--- src/scan_pkg.sv ---
// What this block does
// - a set mask bit puts its analog input into the automatic scan
// - a clear mask bit skips its input; no conversion is started for it
// - mask bit x selects analog input x, for x from zero to fifteen
// - all sixteen mask bits stay writable and readable on smaller variants
// - a selected bit with no input still converts, sampling the low reference
`default_nettype none
package scan_pkg;
   // ==========================================================
   // sizes
   localparam int unsigned MASK_W  = 16;
   localparam int unsigned CHAN_W  = 4;
   localparam int unsigned DATA_W  = 32;
   localparam int unsigned ADDR_W  = 4;
   localparam int unsigned COUNT_W = 8;

   // ==========================================================
   // register byte offsets
   localparam logic [3:0] SCAN_SELECT_LOW_OFS = 4'h0;
   localparam logic [3:0] SCAN_CTRL_OFS       = 4'h4;
   localparam logic [3:0] SCAN_STATUS_OFS     = 4'h8;

   // ==========================================================
   // field positions
   localparam int unsigned CTRL_ENABLE_BIT   = 0;
   localparam int unsigned STAT_CHAN_LSB     = 0;
   localparam int unsigned STAT_BUSY_BIT     = 4;
   localparam int unsigned STAT_VREF_BIT     = 5;
   localparam int unsigned STAT_COUNT_LSB    = 8;

   // ==========================================================
   // values after reset
   localparam logic [15:0] SCAN_SELECT_RESET = 16'h0000;
   localparam logic        CTRL_ENABLE_RESET = 1'h0;
   localparam logic [3:0]  CHAN_RESET        = 4'hF;
   localparam logic [7:0]  COUNT_RESET       = 8'h00;

   // ==========================================================
   // sequencer states
   typedef enum logic [2:0] {
      ST_IDLE  = 3'b001,
      ST_START = 3'b010,
      ST_WAIT  = 3'b100
   } seq_state_t;
endpackage
`default_nettype wire
--- src/scan_pick_if.sv ---
`timescale 1ns/10ps
`default_nettype none
interface scan_pick_if;
   logic [15:0] mask;
   logic [3:0]  cur;
   logic [3:0]  next;
   logic        any;
   modport seq  (output mask, output cur, input next, input any);
   modport pick (input mask, input cur, output next, output any);
endinterface
`default_nettype wire

--- src/adc_input_scan_select.sv ---
`timescale 1ns/10ps
`default_nettype none
module adc_input_scan_select #(
   parameter int unsigned NUM_INPUTS = 16
) (
   // clock, reset, enable
   input  wire logic        clk_i,
   input  wire logic        rst_i,
   input  wire logic        ce_i,
   // wishbone slave
   input  wire logic        cyc_i,
   input  wire logic        stb_i,
   input  wire logic        we_i,
   input  wire logic [3:0]  adr_i,
   input  wire logic [3:0]  sel_i,
   input  wire logic [31:0] dat_i,
   output var  logic [31:0] dat_o,
   output var  logic        ack_o,
   // converter side
   output var  logic        conv_start_o,
   output var  logic [3:0]  analog_input_n_o,
   output var  logic        low_reference_voltage_o,
   input  wire logic        conv_done_i
);
   // ==========================================================
   // state
   logic [15:0]            scan_input_mask;
   logic [15:0]            next_scan_input_mask;
   logic                   scan_enable;
   logic                   next_scan_enable;
   logic [31:0]            next_dat;
   logic                   next_ack;
   scan_pkg::seq_state_t   state;
   scan_pkg::seq_state_t   next_state;
   logic [3:0]             chan;
   logic [3:0]             next_chan;
   logic                   vref;
   logic                   next_vref;
   logic                   next_start;
   logic [7:0]             count;
   logic [7:0]             next_count;
   logic                   busy;

   scan_pick_if pk ();

   assign pk.mask = scan_input_mask;
   assign pk.cur  = chan;
   assign busy    = (state != scan_pkg::ST_IDLE);

   scan_picker u_picker (
      .p (pk.pick)
   );

   // ==========================================================
   // helpers
   // lanes without a select keep their old bits
   function automatic logic [15:0] merge_lanes(
      input logic [15:0] old_word,
      input logic [15:0] new_word,
      input logic [1:0]  lanes
   );
      logic [15:0] word;
      word = old_word;
      if (lanes[0])
         word[7:0] = new_word[7:0];
      if (lanes[1])
         word[15:8] = new_word[15:8];
      return word;
   endfunction

   // a slot above the fitted inputs has no pin behind it
   function automatic logic slot_missing(input logic [3:0] slot);
      return {28'h0, slot} >= NUM_INPUTS;
   endfunction

   // the pick lands at or below the current input only on a wrap
   function automatic logic wraps_round(
      input logic [3:0] pick,
      input logic [3:0] cur
   );
      return pick <= cur;
   endfunction

   function automatic logic [31:0] status_word(
      input logic [3:0] ch,
      input logic       bsy,
      input logic       low_ref,
      input logic [7:0] cnt
   );
      logic [31:0] word;
      word = 32'h0000_0000;
      word[scan_pkg::STAT_CHAN_LSB +: 4]  = ch;
      word[scan_pkg::STAT_BUSY_BIT]       = bsy;
      word[scan_pkg::STAT_VREF_BIT]       = low_ref;
      word[scan_pkg::STAT_COUNT_LSB +: 8] = cnt;
      return word;
   endfunction

   // ==========================================================
   // register bus
   // one wait state: ack follows the request by one edge, drops after
   always_comb begin
      logic req;
      req                  = cyc_i && stb_i && !ack_o;
      next_ack             = req;
      next_scan_input_mask = scan_input_mask;
      next_scan_enable     = scan_enable;
      next_dat             = 32'h0000_0000;
      if (req && we_i) begin
         unique case (adr_i)
            scan_pkg::SCAN_SELECT_LOW_OFS: begin
               // every bit stored even without a pin behind it
               next_scan_input_mask = merge_lanes(scan_input_mask,
                  dat_i[15:0], sel_i[1:0]);
            end
            scan_pkg::SCAN_CTRL_OFS: begin
               if (sel_i[0])
                  next_scan_enable = dat_i[scan_pkg::CTRL_ENABLE_BIT];
            end
            default: begin
               // unmapped or read-only: acknowledged, ignored
            end
         endcase
      end
      if (req && !we_i) begin
         unique case (adr_i)
            scan_pkg::SCAN_SELECT_LOW_OFS: begin
               next_dat[15:0] = scan_input_mask;
            end
            scan_pkg::SCAN_CTRL_OFS: begin
               next_dat[scan_pkg::CTRL_ENABLE_BIT] = scan_enable;
            end
            scan_pkg::SCAN_STATUS_OFS: begin
               next_dat = status_word(chan, busy, vref, count);
            end
            default: begin
               next_dat = 32'h0000_0000;
            end
         endcase
      end
   end

   always_ff @(posedge clk_i) begin
      if (rst_i) begin
         scan_input_mask <= scan_pkg::SCAN_SELECT_RESET;
         scan_enable     <= scan_pkg::CTRL_ENABLE_RESET;
         dat_o           <= 32'h0000_0000;
         ack_o           <= 1'b0;
      end else if (ce_i) begin
         scan_input_mask <= next_scan_input_mask;
         scan_enable     <= next_scan_enable;
         dat_o           <= next_dat;
         ack_o           <= next_ack;
      end
   end

   // ==========================================================
   // scan sequencer
   // the mask is sampled live, so a change takes effect at the next pick
   always_comb begin
      next_state = state;
      next_chan  = chan;
      next_vref  = vref;
      next_start = 1'b0;
      next_count = count;
      unique case (state)
         scan_pkg::ST_IDLE: begin
            // only selected inputs are ever picked
            if (scan_enable && pk.any) begin
               next_chan  = pk.next;
               // missing input: slot kept, low reference sampled
               next_vref  = slot_missing(pk.next);
               next_state = scan_pkg::ST_START;
            end
         end
         scan_pkg::ST_START: begin
            next_start = 1'b1;
            next_state = scan_pkg::ST_WAIT;
         end
         scan_pkg::ST_WAIT: begin
            if (conv_done_i) begin
               if (wraps_round(pk.next, chan))
                  next_count = count + 8'h01;
               next_state = scan_pkg::ST_IDLE;
            end
         end
         default: begin
            // a code without exactly one bit set: fall back to idle
            next_state = scan_pkg::ST_IDLE;
         end
      endcase
   end

   always_ff @(posedge clk_i) begin
      if (rst_i) begin
         state <= scan_pkg::ST_IDLE;
         chan  <= scan_pkg::CHAN_RESET;
         vref  <= 1'b0;
         count <= scan_pkg::COUNT_RESET;
      end else if (ce_i) begin
         state <= next_state;
         chan  <= next_chan;
         vref  <= next_vref;
         count <= next_count;
      end
   end

   // ==========================================================
   // converter outputs, straight from flip-flops
   always_ff @(posedge clk_i) begin
      if (rst_i) begin
         conv_start_o            <= 1'b0;
         analog_input_n_o        <= scan_pkg::CHAN_RESET;
         low_reference_voltage_o <= 1'b0;
      end else if (ce_i) begin
         conv_start_o            <= next_start;
         analog_input_n_o        <= next_chan;
         low_reference_voltage_o <= next_vref;
      end
   end
endmodule // adc_input_scan_select
`default_nettype wire

--- src/scan_picker.sv ---
`timescale 1ns/10ps
`default_nettype none
module scan_picker (
   scan_pick_if.pick p
);
   // ==========================================================
   // next selected input strictly after cur, wrapping round
   always_comb begin
      logic [3:0] idx;
      logic       found;
      idx     = p.cur;
      found   = 1'b0;
      p.next  = p.cur;
      for (int i = 1; i <= 16; i++) begin
         idx = p.cur + i[3:0];
         if (!found && p.mask[idx]) begin
            found  = 1'b1;
            p.next = idx;
         end
      end
      p.any = |p.mask;
   end
endmodule // scan_picker
`default_nettype wire

--- config.mk ---
export PLATFORM = sky130hd
export DESIGN_NAME = adc_input_scan_select
export DESIGN_NICKNAME = d
export VERILOG_FILES = /design/src/scan_pkg.sv /design/src/scan_pick_if.sv /design/src/adc_input_scan_select.sv /design/src/scan_picker.sv
export SDC_FILE = /design/constraint.sdc
export NUM_CORES = 1
export LEC_CHECK = 0
export ABC_AREA = 1
export BUFFER_PORTS_ARGS = -buffer_cell sky130_fd_sc_hd__buf_2
export CORE_UTILIZATION = 54
export DETAILED_ROUTE_END_ITERATION = 16
export HOLD_SLACK_MARGIN = 0.08
export PLACE_DENSITY = 0.77
export SKIP_LAST_GASP = 1
export SLEW_MARGIN = 20
export SYNTH_ARGS = -nofsm -noshare
export SYNTH_HDL_FRONTEND = slang
export SYNTH_HIERARCHICAL = 1
export SYNTH_SLANG_ARGS = --single-unit
--- constraint.sdc ---
create_clock -name clk_i -period 6.2 [get_ports clk_i]
set_clock_uncertainty 0.1 [all_clocks]
set_input_delay 0.31 -clock clk_i [delete_from_list [all_inputs] [get_ports clk_i]]
set_output_delay 0.31 -clock clk_i [all_outputs]
set_load 0.03 [all_outputs]
-- Word level (Yosys, flattened, before mapping)
Cells that the tools add are included.
- output and inout bits: 39
- register bits after elaboration: 67
- input port bits: 47
- word-level logic and storage cells: 170
- magnitude comparators: 17
- add/sub/neg operators: 16
- mux-type cells: 74
- eq/ne operators: 8
- reduce and logical (&&, ||, !) cells: 45
- operator list (cell ; count):
    $lt A4 B5 Y1 const B ; 16
    $mux W4 ; 18
    $bmux W1 S4 ; 16
    $mux W1 ; 34
    $add A4 B4 Y4 const B ; 8
    $pmux W15 S2 ; 1
    $logic_and A1 B1 Y1 ; 20
    $logic_not A1 Y1 ; 17
    $add A4 B3 Y4 const B ; 4
    $mux W16 ; 1
    $reduce_and A4 Y1 ; 4
    $reduce_or A16 Y1 ; 1
    $pmux W3 S3 ; 1
    $add A4 B2 Y4 const B ; 2
    $add A8 B1 Y8 const B ; 1
    $mux W3 ; 2
    $reduce_and A3 Y1 ; 2
    $add A4 B1 Y4 const B ; 1
    $eq A4 B3 Y1 const B ; 1
    $eq A4 B4 Y1 const B ; 1
    $le A4 B4 Y1 ; 1
    $logic_not A4 Y1 ; 1
    $ne A2 B2 Y1 const B ; 2
    $eq A3 B1 Y1 const B ; 1
    4 further kinds ; 4

-- Logic depth before layout (Yosys ltp)
Gate-level depths: netlist of the first run.
- word-level depth: 51
- gate-level depth with buffers: 41
- gate-level depth less buffers: 39

-- Modules after synthesis
The synthesis of the first run kept the hierarchy.
- modules (own cells, without submodules) (module ; area an instance (um^2) ; times used ; sequential area each (um^2) ; cells an instance):
    adc_input_scan_select ; 2464.9 ; 1 ; 1001.0 ; 345
    scan_picker ; 1771.7 ; 1 ; 0.0 ; 354

-- Least setup slack after synthesis of the first run
OpenSTA, ideal clock, no wires.
- path type: reg-to-reg
- from: register analog_input_n_o[1] (netlist name)
- to: register count[2]
- slack: 1766 ps
- path buffers: 3
- library setup time: 128 ps
- stages on the path, launching flop included: 34
- required time: 5972 ps
- period minus slack after synthesis: 4434 ps
- arrival: 4207 ps
- cells stage by stage: dfxtp_1 inv_1 buf_2 ha_1 inv_1 buf_2 nand3_1 nand3_1 nand2_1 nand2_1 nand2_1 nor2_4 nand3b_4 nor3_4 nand3_2 nor2_4 nand2_2 nor2_4 nand2_2 nor3_4 nand2_2 o21ai_0 inv_1 a21oi_1 ha_1 nand2_1 inv_1 nand2_1 nand2_1 nand2_1 buf_2 nand4_1 nand2_1 nor2_1
- RTL lines (element ; line ; RTL):
    end signal, assigned ; adc_input_scan_select.sv:199 ; count <= scan_pkg::COUNT_RESET;
    end signal, assigned ; adc_input_scan_select.sv:204 ; count <= next_count;
    end, declared ; adc_input_scan_select.sv:40 ; logic [7:0] count;

==> results by group, run 1 <==
Timing
  • Setup ws final: 1.066 ns
  • Max-slew violations: 0
  • Hold_ws: roughly 0.15 ns
  • Final worst-path cycle share: between 80% and 90%
  • RSZ-0062 raised after global routing: false
  • Worst slew margin: 34.05%
  • Final setup violating endpoints: 0
  • Final hold vios: 0
  • Measured slew at the worst slew-check pin: a little under 1 ns
  • FMAX: 194.8 MHz
  • Final setup TNS: 0 ns
  • Min Tclk post-route: 5.134 ns

Layout
  • Share of cells above drive strength 1: 12.86%
  • Filler cells: about 760
  • Fin cells: 838
  • Most frequent cells in the layout: nand2_1 (233), nand3_1 (101), inv_1 (79)
  • Antenna diodes: 0
  • Nets: ~800
  • P&R area growth vs syn: 7.443%
  • Most common cell after layout, fill and taps aside: nand2_1

CTS
  • CTS Buf Count: 5
  • Hold buffer count at CTS: 0
  • Post-CTS setup buffers: 0
  • CTS resizes: 0
  • CTS clk-pin slew, worst paths: 0.10 ns
  • CTS tree: done
  • CTS Root Cell: clkbuf_8
  • H-tree Lvls: 2
  • CTS sink count: 50
  • Clock buffer depth: 2
  • Clk Latency, worst-skew pair: roughly 0.31 ns

Die
  • Die area: 8204 um^2
  • # rows: 31
  • # IOs: 86
  • Die height: 90.58 um
  • Core area: 7408 um^2
  • Starting Density: 57.19%
  • Die Wd: ~91 um

Logic synthesis
  • Yosys reg bits: 50
  • Synth Instances: 699
  • Seq/Total Area, Yosys: 23.63%
  • Yosys cell types: 37
  • Mapped Area: 4237 um^2
  • Synth Warn #: 6
  • EDFF count, synth: 0
  • Mean Syn Cell Area: 6.061 um^2
  • Top FF cell, synth: dfxtp_1
  • Asr flop ratio synth: 0%

Worst setup path
  • CP endpoint kind: flip-flop
  • R2R depth: 32
  • Critical Path RT: 6.36 ns
  • CP arrival: approximately 5.3 ns
  • Most frequent CP cell: nand2_1
  • Crit path kind: flip-flop to flip-flop
  • Delay of the slowest critical-path stage: 0.49 ns
  • Worst Path Max Fanout: 14
  • Critical path startpoint category: flip-flop
  • Slowest-stage cell, CP: ha_1

Detailed routing
  • DRC: 0
  • Post-route ant nets: 0
  • Total wire length: 11440 um
  • Via/cell ratio: approximately 5.5
  • Met1 WL: 5306 um
  • DR top layer: met4
  • DR WL/cell: 13.65 um
  • 1st-iter DRT viols: between 400 and 500
  • Routed wl met3: 833 um
  • Via count: roughly 4600
  • Met2 wire len: roughly 5200 um
  • Drt first pass iters: 7

Status
  • Status: completed

Global route
  • Vias in the first global route: 4083
  • Initial antenna violation count: 0
  • Congestion Overflow GR: 0
  • First-pass GRT wire length: 19060 um
  • Total global-route track usage: 28.55%
  • Largest net degree at the start of global routing: 35

Job
  • # Max-Cap Violations: 0

Placement
  • Placed insts: 830
  • DP HPWL: 8807 um
  • Worst slack, placed: 1.201 ns
  • Routability cong.: 0.9617
  • I/O Buffers: 50

Power and ir drop
  • VDD IR max: about 0.00023 V
  • Pwr Density: 132.5 nW/um^2
  • P_leak: around 2.3 nW

Worst hold path
  • Worst min path class: primary input to flip-flop
  • WHS Path Cells: 3
-- worst paths after layout --
check	from	to	slack [ns]
setup / recovery	analog_input_n_o[1]$_SDFFE_PP1P_	count[1]$_SDFFE_PP0P_	1.07
hold / removal	dat_i[2]	pk.mask[2]$_SDFFE_PP0P_	0.15
setup reg to reg	analog_input_n_o[1]$_SDFFE_PP1P_	count[1]$_SDFFE_PP0P_	1.07
hold reg to reg	dat_o[0]$_SDFFE_PP0P_	dat_o[0]$_SDFFE_PP0P_	0.37
-- cell type report --
cell class	instances	area, um^2	area share (%)
multi-input cells	538	2703	59.37
flip-flops and latches	50	1001	21.99
inverters	89	334.1	7.339
repair buffers	54	280.3	6.157
well taps	99	123.9	2.721
clock buffers	6	72.57	1.594
clock inverters	2	37.54	0.8246
-- registers in the layout, summed over array words and instances (netlist names) --
| signal | count |
|---|---|
| count | 8 |
| scan_enable | 1 |
| pk.mask | 16 |
| analog_input_n_o | 4 |
| ack_o | 1 |
| dat_o | 16 |
| state | 3 |
| conv_start_o | 1 |
-- worst max-delay path, delay by kind of cell (launching register included) --
family,cells,cell delay [ns]
compound gates,2,0.17
fa+ha+maj,2,0.79
buf+inv,3,0.71
flops,1,0.34
simple gates,25,2.96
-- cells by family (layout without fill, tap and decap cells) --
family / after synthesis / count (layout) / share of synthesized area, %
buffers and inverters: 127 / 151 / 14.00
adder cells (fa/ha/maj): 13 / 13 / 3.839
XOR/XNOR: 11 / 11 / 2.629
AND/OR/NAND/NOR: 417 / 417 / 45.01
AO/OA/AOI/OAI: 80 / 80 / 10.81
other: 1 / 17 / 0.08852
flip-flops: 50 / 50 / 23.63
-- routing by layer --
layer,vias to the layer above,track usage (%)
met5,-,0
met4,0,5.914
met3,13,3.114
met2,196,47.73
met1,2095,39.54
li1,2308,-
-- synthesized netlist by cell type (all sizes together), types with 8 or more instances --
| master | count | area, um^2 |
|---|---|---|
| o21ai | 28 | 143.9 |
| inv | 88 | 330.3 |
| a31oi | 13 | 81.33 |
| a21oi | 26 | 133.9 |
| ha | 13 | 162.7 |
| nand4 | 13 | 87.58 |
| nand3 | 102 | 515.5 |
| buf | 33 | 240.2 |
| xor2 | 8 | 77.58 |
| nor2 | 49 | 229.0 |
| nand2 | 237 | 899.6 |
| dfxtp | 50 | 1001 |
-- metrics by stage --
| stage | instance area (um^2) | total power [mW] | util, % |
|---|---|---|---|
| 2_1_floorplan | 4297 | 0.3740 | - |
| 3_3_place_gp | 4442 | 0.3779 | 59.96 |
| 3_5_place_dp | 4442 | 0.3788 | 59.96 |
| 4_1_cts | 4552 | 0.6061 | 61.44 |
| 5_1_grt | 4552 | 0.6239 | 61.44 |
| 6_report | 4552 | 0.6033 | 61.44 |
-- where the power goes --
part | total [mW] | internal, mW | switching, mW
combinational | 0.0497 | 0.0122 | 0.0375
sequential | 0.322 | 0.321 | 0.000575
clock | 0.232 | 0.121 | 0.111
No activity file was read; power rests on OpenSTA's default activity.
==> run 2: changes to the inputs <==
- clock period: 6.2 -> 5.2 ns (I/O delays scaled with it)
==> run 2 against run 1 <==
Hold slack got worse by 0.070 ns; total power increased by 16%; global-route usage increased by 0.59 points; register-to-register slack got worse by 0.55 ns; sequential share of layout area decreased by 0.19 points; combinational power increased by 20%; first-iteration DRC count increased by 4.8%; largest power group unchanged; critical path depth increased by 3; critical endpoint is now count[0]$_SDFFE_PP0P_; sequential power increased by 19%; via count increased by 0.33%; non-clock buffer count increased by 6; utilization increased by 0.54 points.
==> results by group, run 2 (synthesized netlist as in run 1, its figures left out) <==
Status
  • Status: completed

Timing
  • Hold_ws: 0.08187 ns
  • Setup ws final: between 0.5 and 0.6 ns
  • Final hold vios: 0
  • Worst slew margin: between 30 and 40%
  • RSZ-0062 raised after global routing: false
  • Final setup TNS: 0 ns
  • FMAX: 213.3 MHz
  • Max-slew violations: 0
  • Measured slew at the worst slew-check pin: 0.9635 ns
  • Final worst-path cycle share: 90.15%
  • Final setup violating endpoints: 0
  • Min Tclk post-route: around 4.7 ns

Worst setup path
  • Critical Path RT: 5.35 ns
  • Crit path kind: flip-flop to flip-flop
  • R2R depth: 35
  • Most frequent CP cell: nand2_1
  • Worst Path Max Fanout: 17
  • Slowest-stage cell, CP: dfxtp_1
  • CP arrival: roughly 4.8 ns
  • Beginning of the critical path: analog_input_n_o[0]$_SDFFE_PP1P_
  • Critical path startpoint category: flip-flop
  • CP endpoint kind: flip-flop
  • Worst Setup EP: count[0]$_SDFFE_PP0P_
  • Worst reg2reg path startpoint: analog_input_n_o[0]$_SDFFE_PP1P_
  • Delay of the slowest critical-path stage: between 0.4 and 0.5 ns
  • Reg-to-reg endpoint: count[0]$_SDFFE_PP0P_
  • Reg2Reg Setup Slack: 0.51 ns

Placement
  • I/O Buffers: 50
  • Worst slack, placed: 0.3414 ns
  • DP HPWL: 8987 um
  • Routability cong.: between 0.9 and 1

Global route
  • Largest net degree at the start of global routing: 35
  • Initial antenna violation count: 0
  • Congestion Overflow GR: 0
  • First-pass GRT wire length: 19260 um
  • Total global-route track usage: 29.14%
  • Vias in the first global route: 3994

Layout
  • Share of cells above drive strength 1: 13.96%
  • P&R area growth vs syn: 8.387%
  • Filler cells: 740
  • Nets: 804
  • Antenna diodes: 0
  • Most common cell after layout, fill and taps aside: nand2_1
  • Most frequent cells in the layout: nand2_1 (232), nand3_1 (101), inv_1 (78)

CTS
  • CTS Root Cell: clkbuf_8
  • Hold buffer count at CTS: 0
  • Clk Latency, worst-skew pair: 0.32 ns
  • H-tree Lvls: 2
  • CTS tree: done
  • CTS sink count: 50
  • CTS Buf Count: 5
  • CTS clk-pin slew, worst paths: 0.10 ns
  • Clock buffer depth: 2

Detailed routing
  • Post-route ant nets: 0
  • Via/cell ratio: 5.482
  • DR WL/cell: 13.84 um
  • Total wire length: 11680 um
  • Drt first pass iters: 7
  • Via count: 4627
  • 1st-iter DRT viols: 438
  • DRC: 0

Die
  • Starting Density: 57.19%
  • # rows: 31
  • # IOs: 86
  • Die height: 90.58 um
  • Core area: 7408 um^2
  • Die area: 8204 um^2
  • Die Wd: 90.58 um

Power and ir drop
  • Net Sw Frac: between 20% and 30%
  • P_leak: roughly 2.3 nW
  • Internal power: ~500 uW
  • Comb power frac: 8.5%
  • Clk network pwr share: 36.6%
  • Pwr Density: 152.3 nW/um^2
  • Flop pwr share: 54.9%
  • Psw: 191.7 uW
  • Total Power: 699.5 uW
  • VDD IR max: 0.0001214 V

Job
  • # Max-Cap Violations: 0

Worst hold path
  • Worst min path class: primary input to flip-flop
-- run 2: worst min path at each step --
stage / start / end / slack [ns] / cells past startpoint
finish: dat_i[5] / pk.mask[5]$_SDFFE_PP0P_ / 0.08 / 3
global route: dat_i[2] / pk.mask[2]$_SDFFE_PP0P_ / 0.09 / 3
CTS: dat_i[5] / pk.mask[5]$_SDFFE_PP0P_ / 0.08 / 3
detailed placement: conv_start_o$_SDFFE_PP0P_ / conv_start_o$_SDFFE_PP0P_ / 0.36 / 2
global placement: conv_start_o$_SDFFE_PP0P_ / conv_start_o$_SDFFE_PP0P_ / 0.35 / 2
floorplan: dat_i[0] / pk.mask[0]$_SDFFE_PP0P_ / 0.31 / 2
-- run 2: power groups by stage --
stage	combinational (mW)	clock, mW	sequential [mW]
2_1_floorplan	0.0526	0	0.393
3_3_place_gp	0.0579	0	0.393
3_5_place_dp	0.0585	0	0.393
4_1_cts	0.0586	0.256	0.384
5_1_grt	0.0649	0.275	0.384
6_report	0.0596	0.256	0.384
-- run 2: final cells by class --
cell class                 instances  area [um^2]  share of cell area (%)
multi-input combinational        538         2705                   58.91
sequential                        50         1001                   21.80
timing repair buffer              60        325.3                   7.084
inverter                          89        337.8                   7.357
tap                               99        123.9                   2.698
clock inverter                     2        16.27                  0.3542
clock buffer                       6        82.58                   1.798
-- run 2: per-layer routing --
layer | global-route usage [%] | share of wire [%] | up-vias
li1 | - | - | 2319
met1 | 41.95 | 46 | 2061
met2 | 45.39 | 44 | 217
met3 | 3.704 | 8.1 | 30
met4 | 8.199 | 2.0 | 0
met5 | 0 | 0 | -
-- run 2: timing repair --
action / CTS / global route
setup buffers: 0 / 0
endpoints found under the setup margin: 0 / 8
gates resized for setup: 0 / 2
-- run 2: per-stage QoR --
stage | instance area, um^2 | std cells | utilization (%)
floorplan | 4297 | 715 | -
global placement | 4487 | 836 | 60.56
detailed placement | 4487 | 836 | 60.56
CTS | 4586 | 844 | 61.90
global route | 4592 | 844 | 61.98
finish | 4592 | 844 | 61.98
-- run 2: critical path, delay by kind of cell (launching register included) --
family,cells,cell delay (ns)
buf+inv,3,0.58
simple gates,29,2.69
flops,1,0.44
compound gates,1,0.17
fa+ha+maj,2,0.63
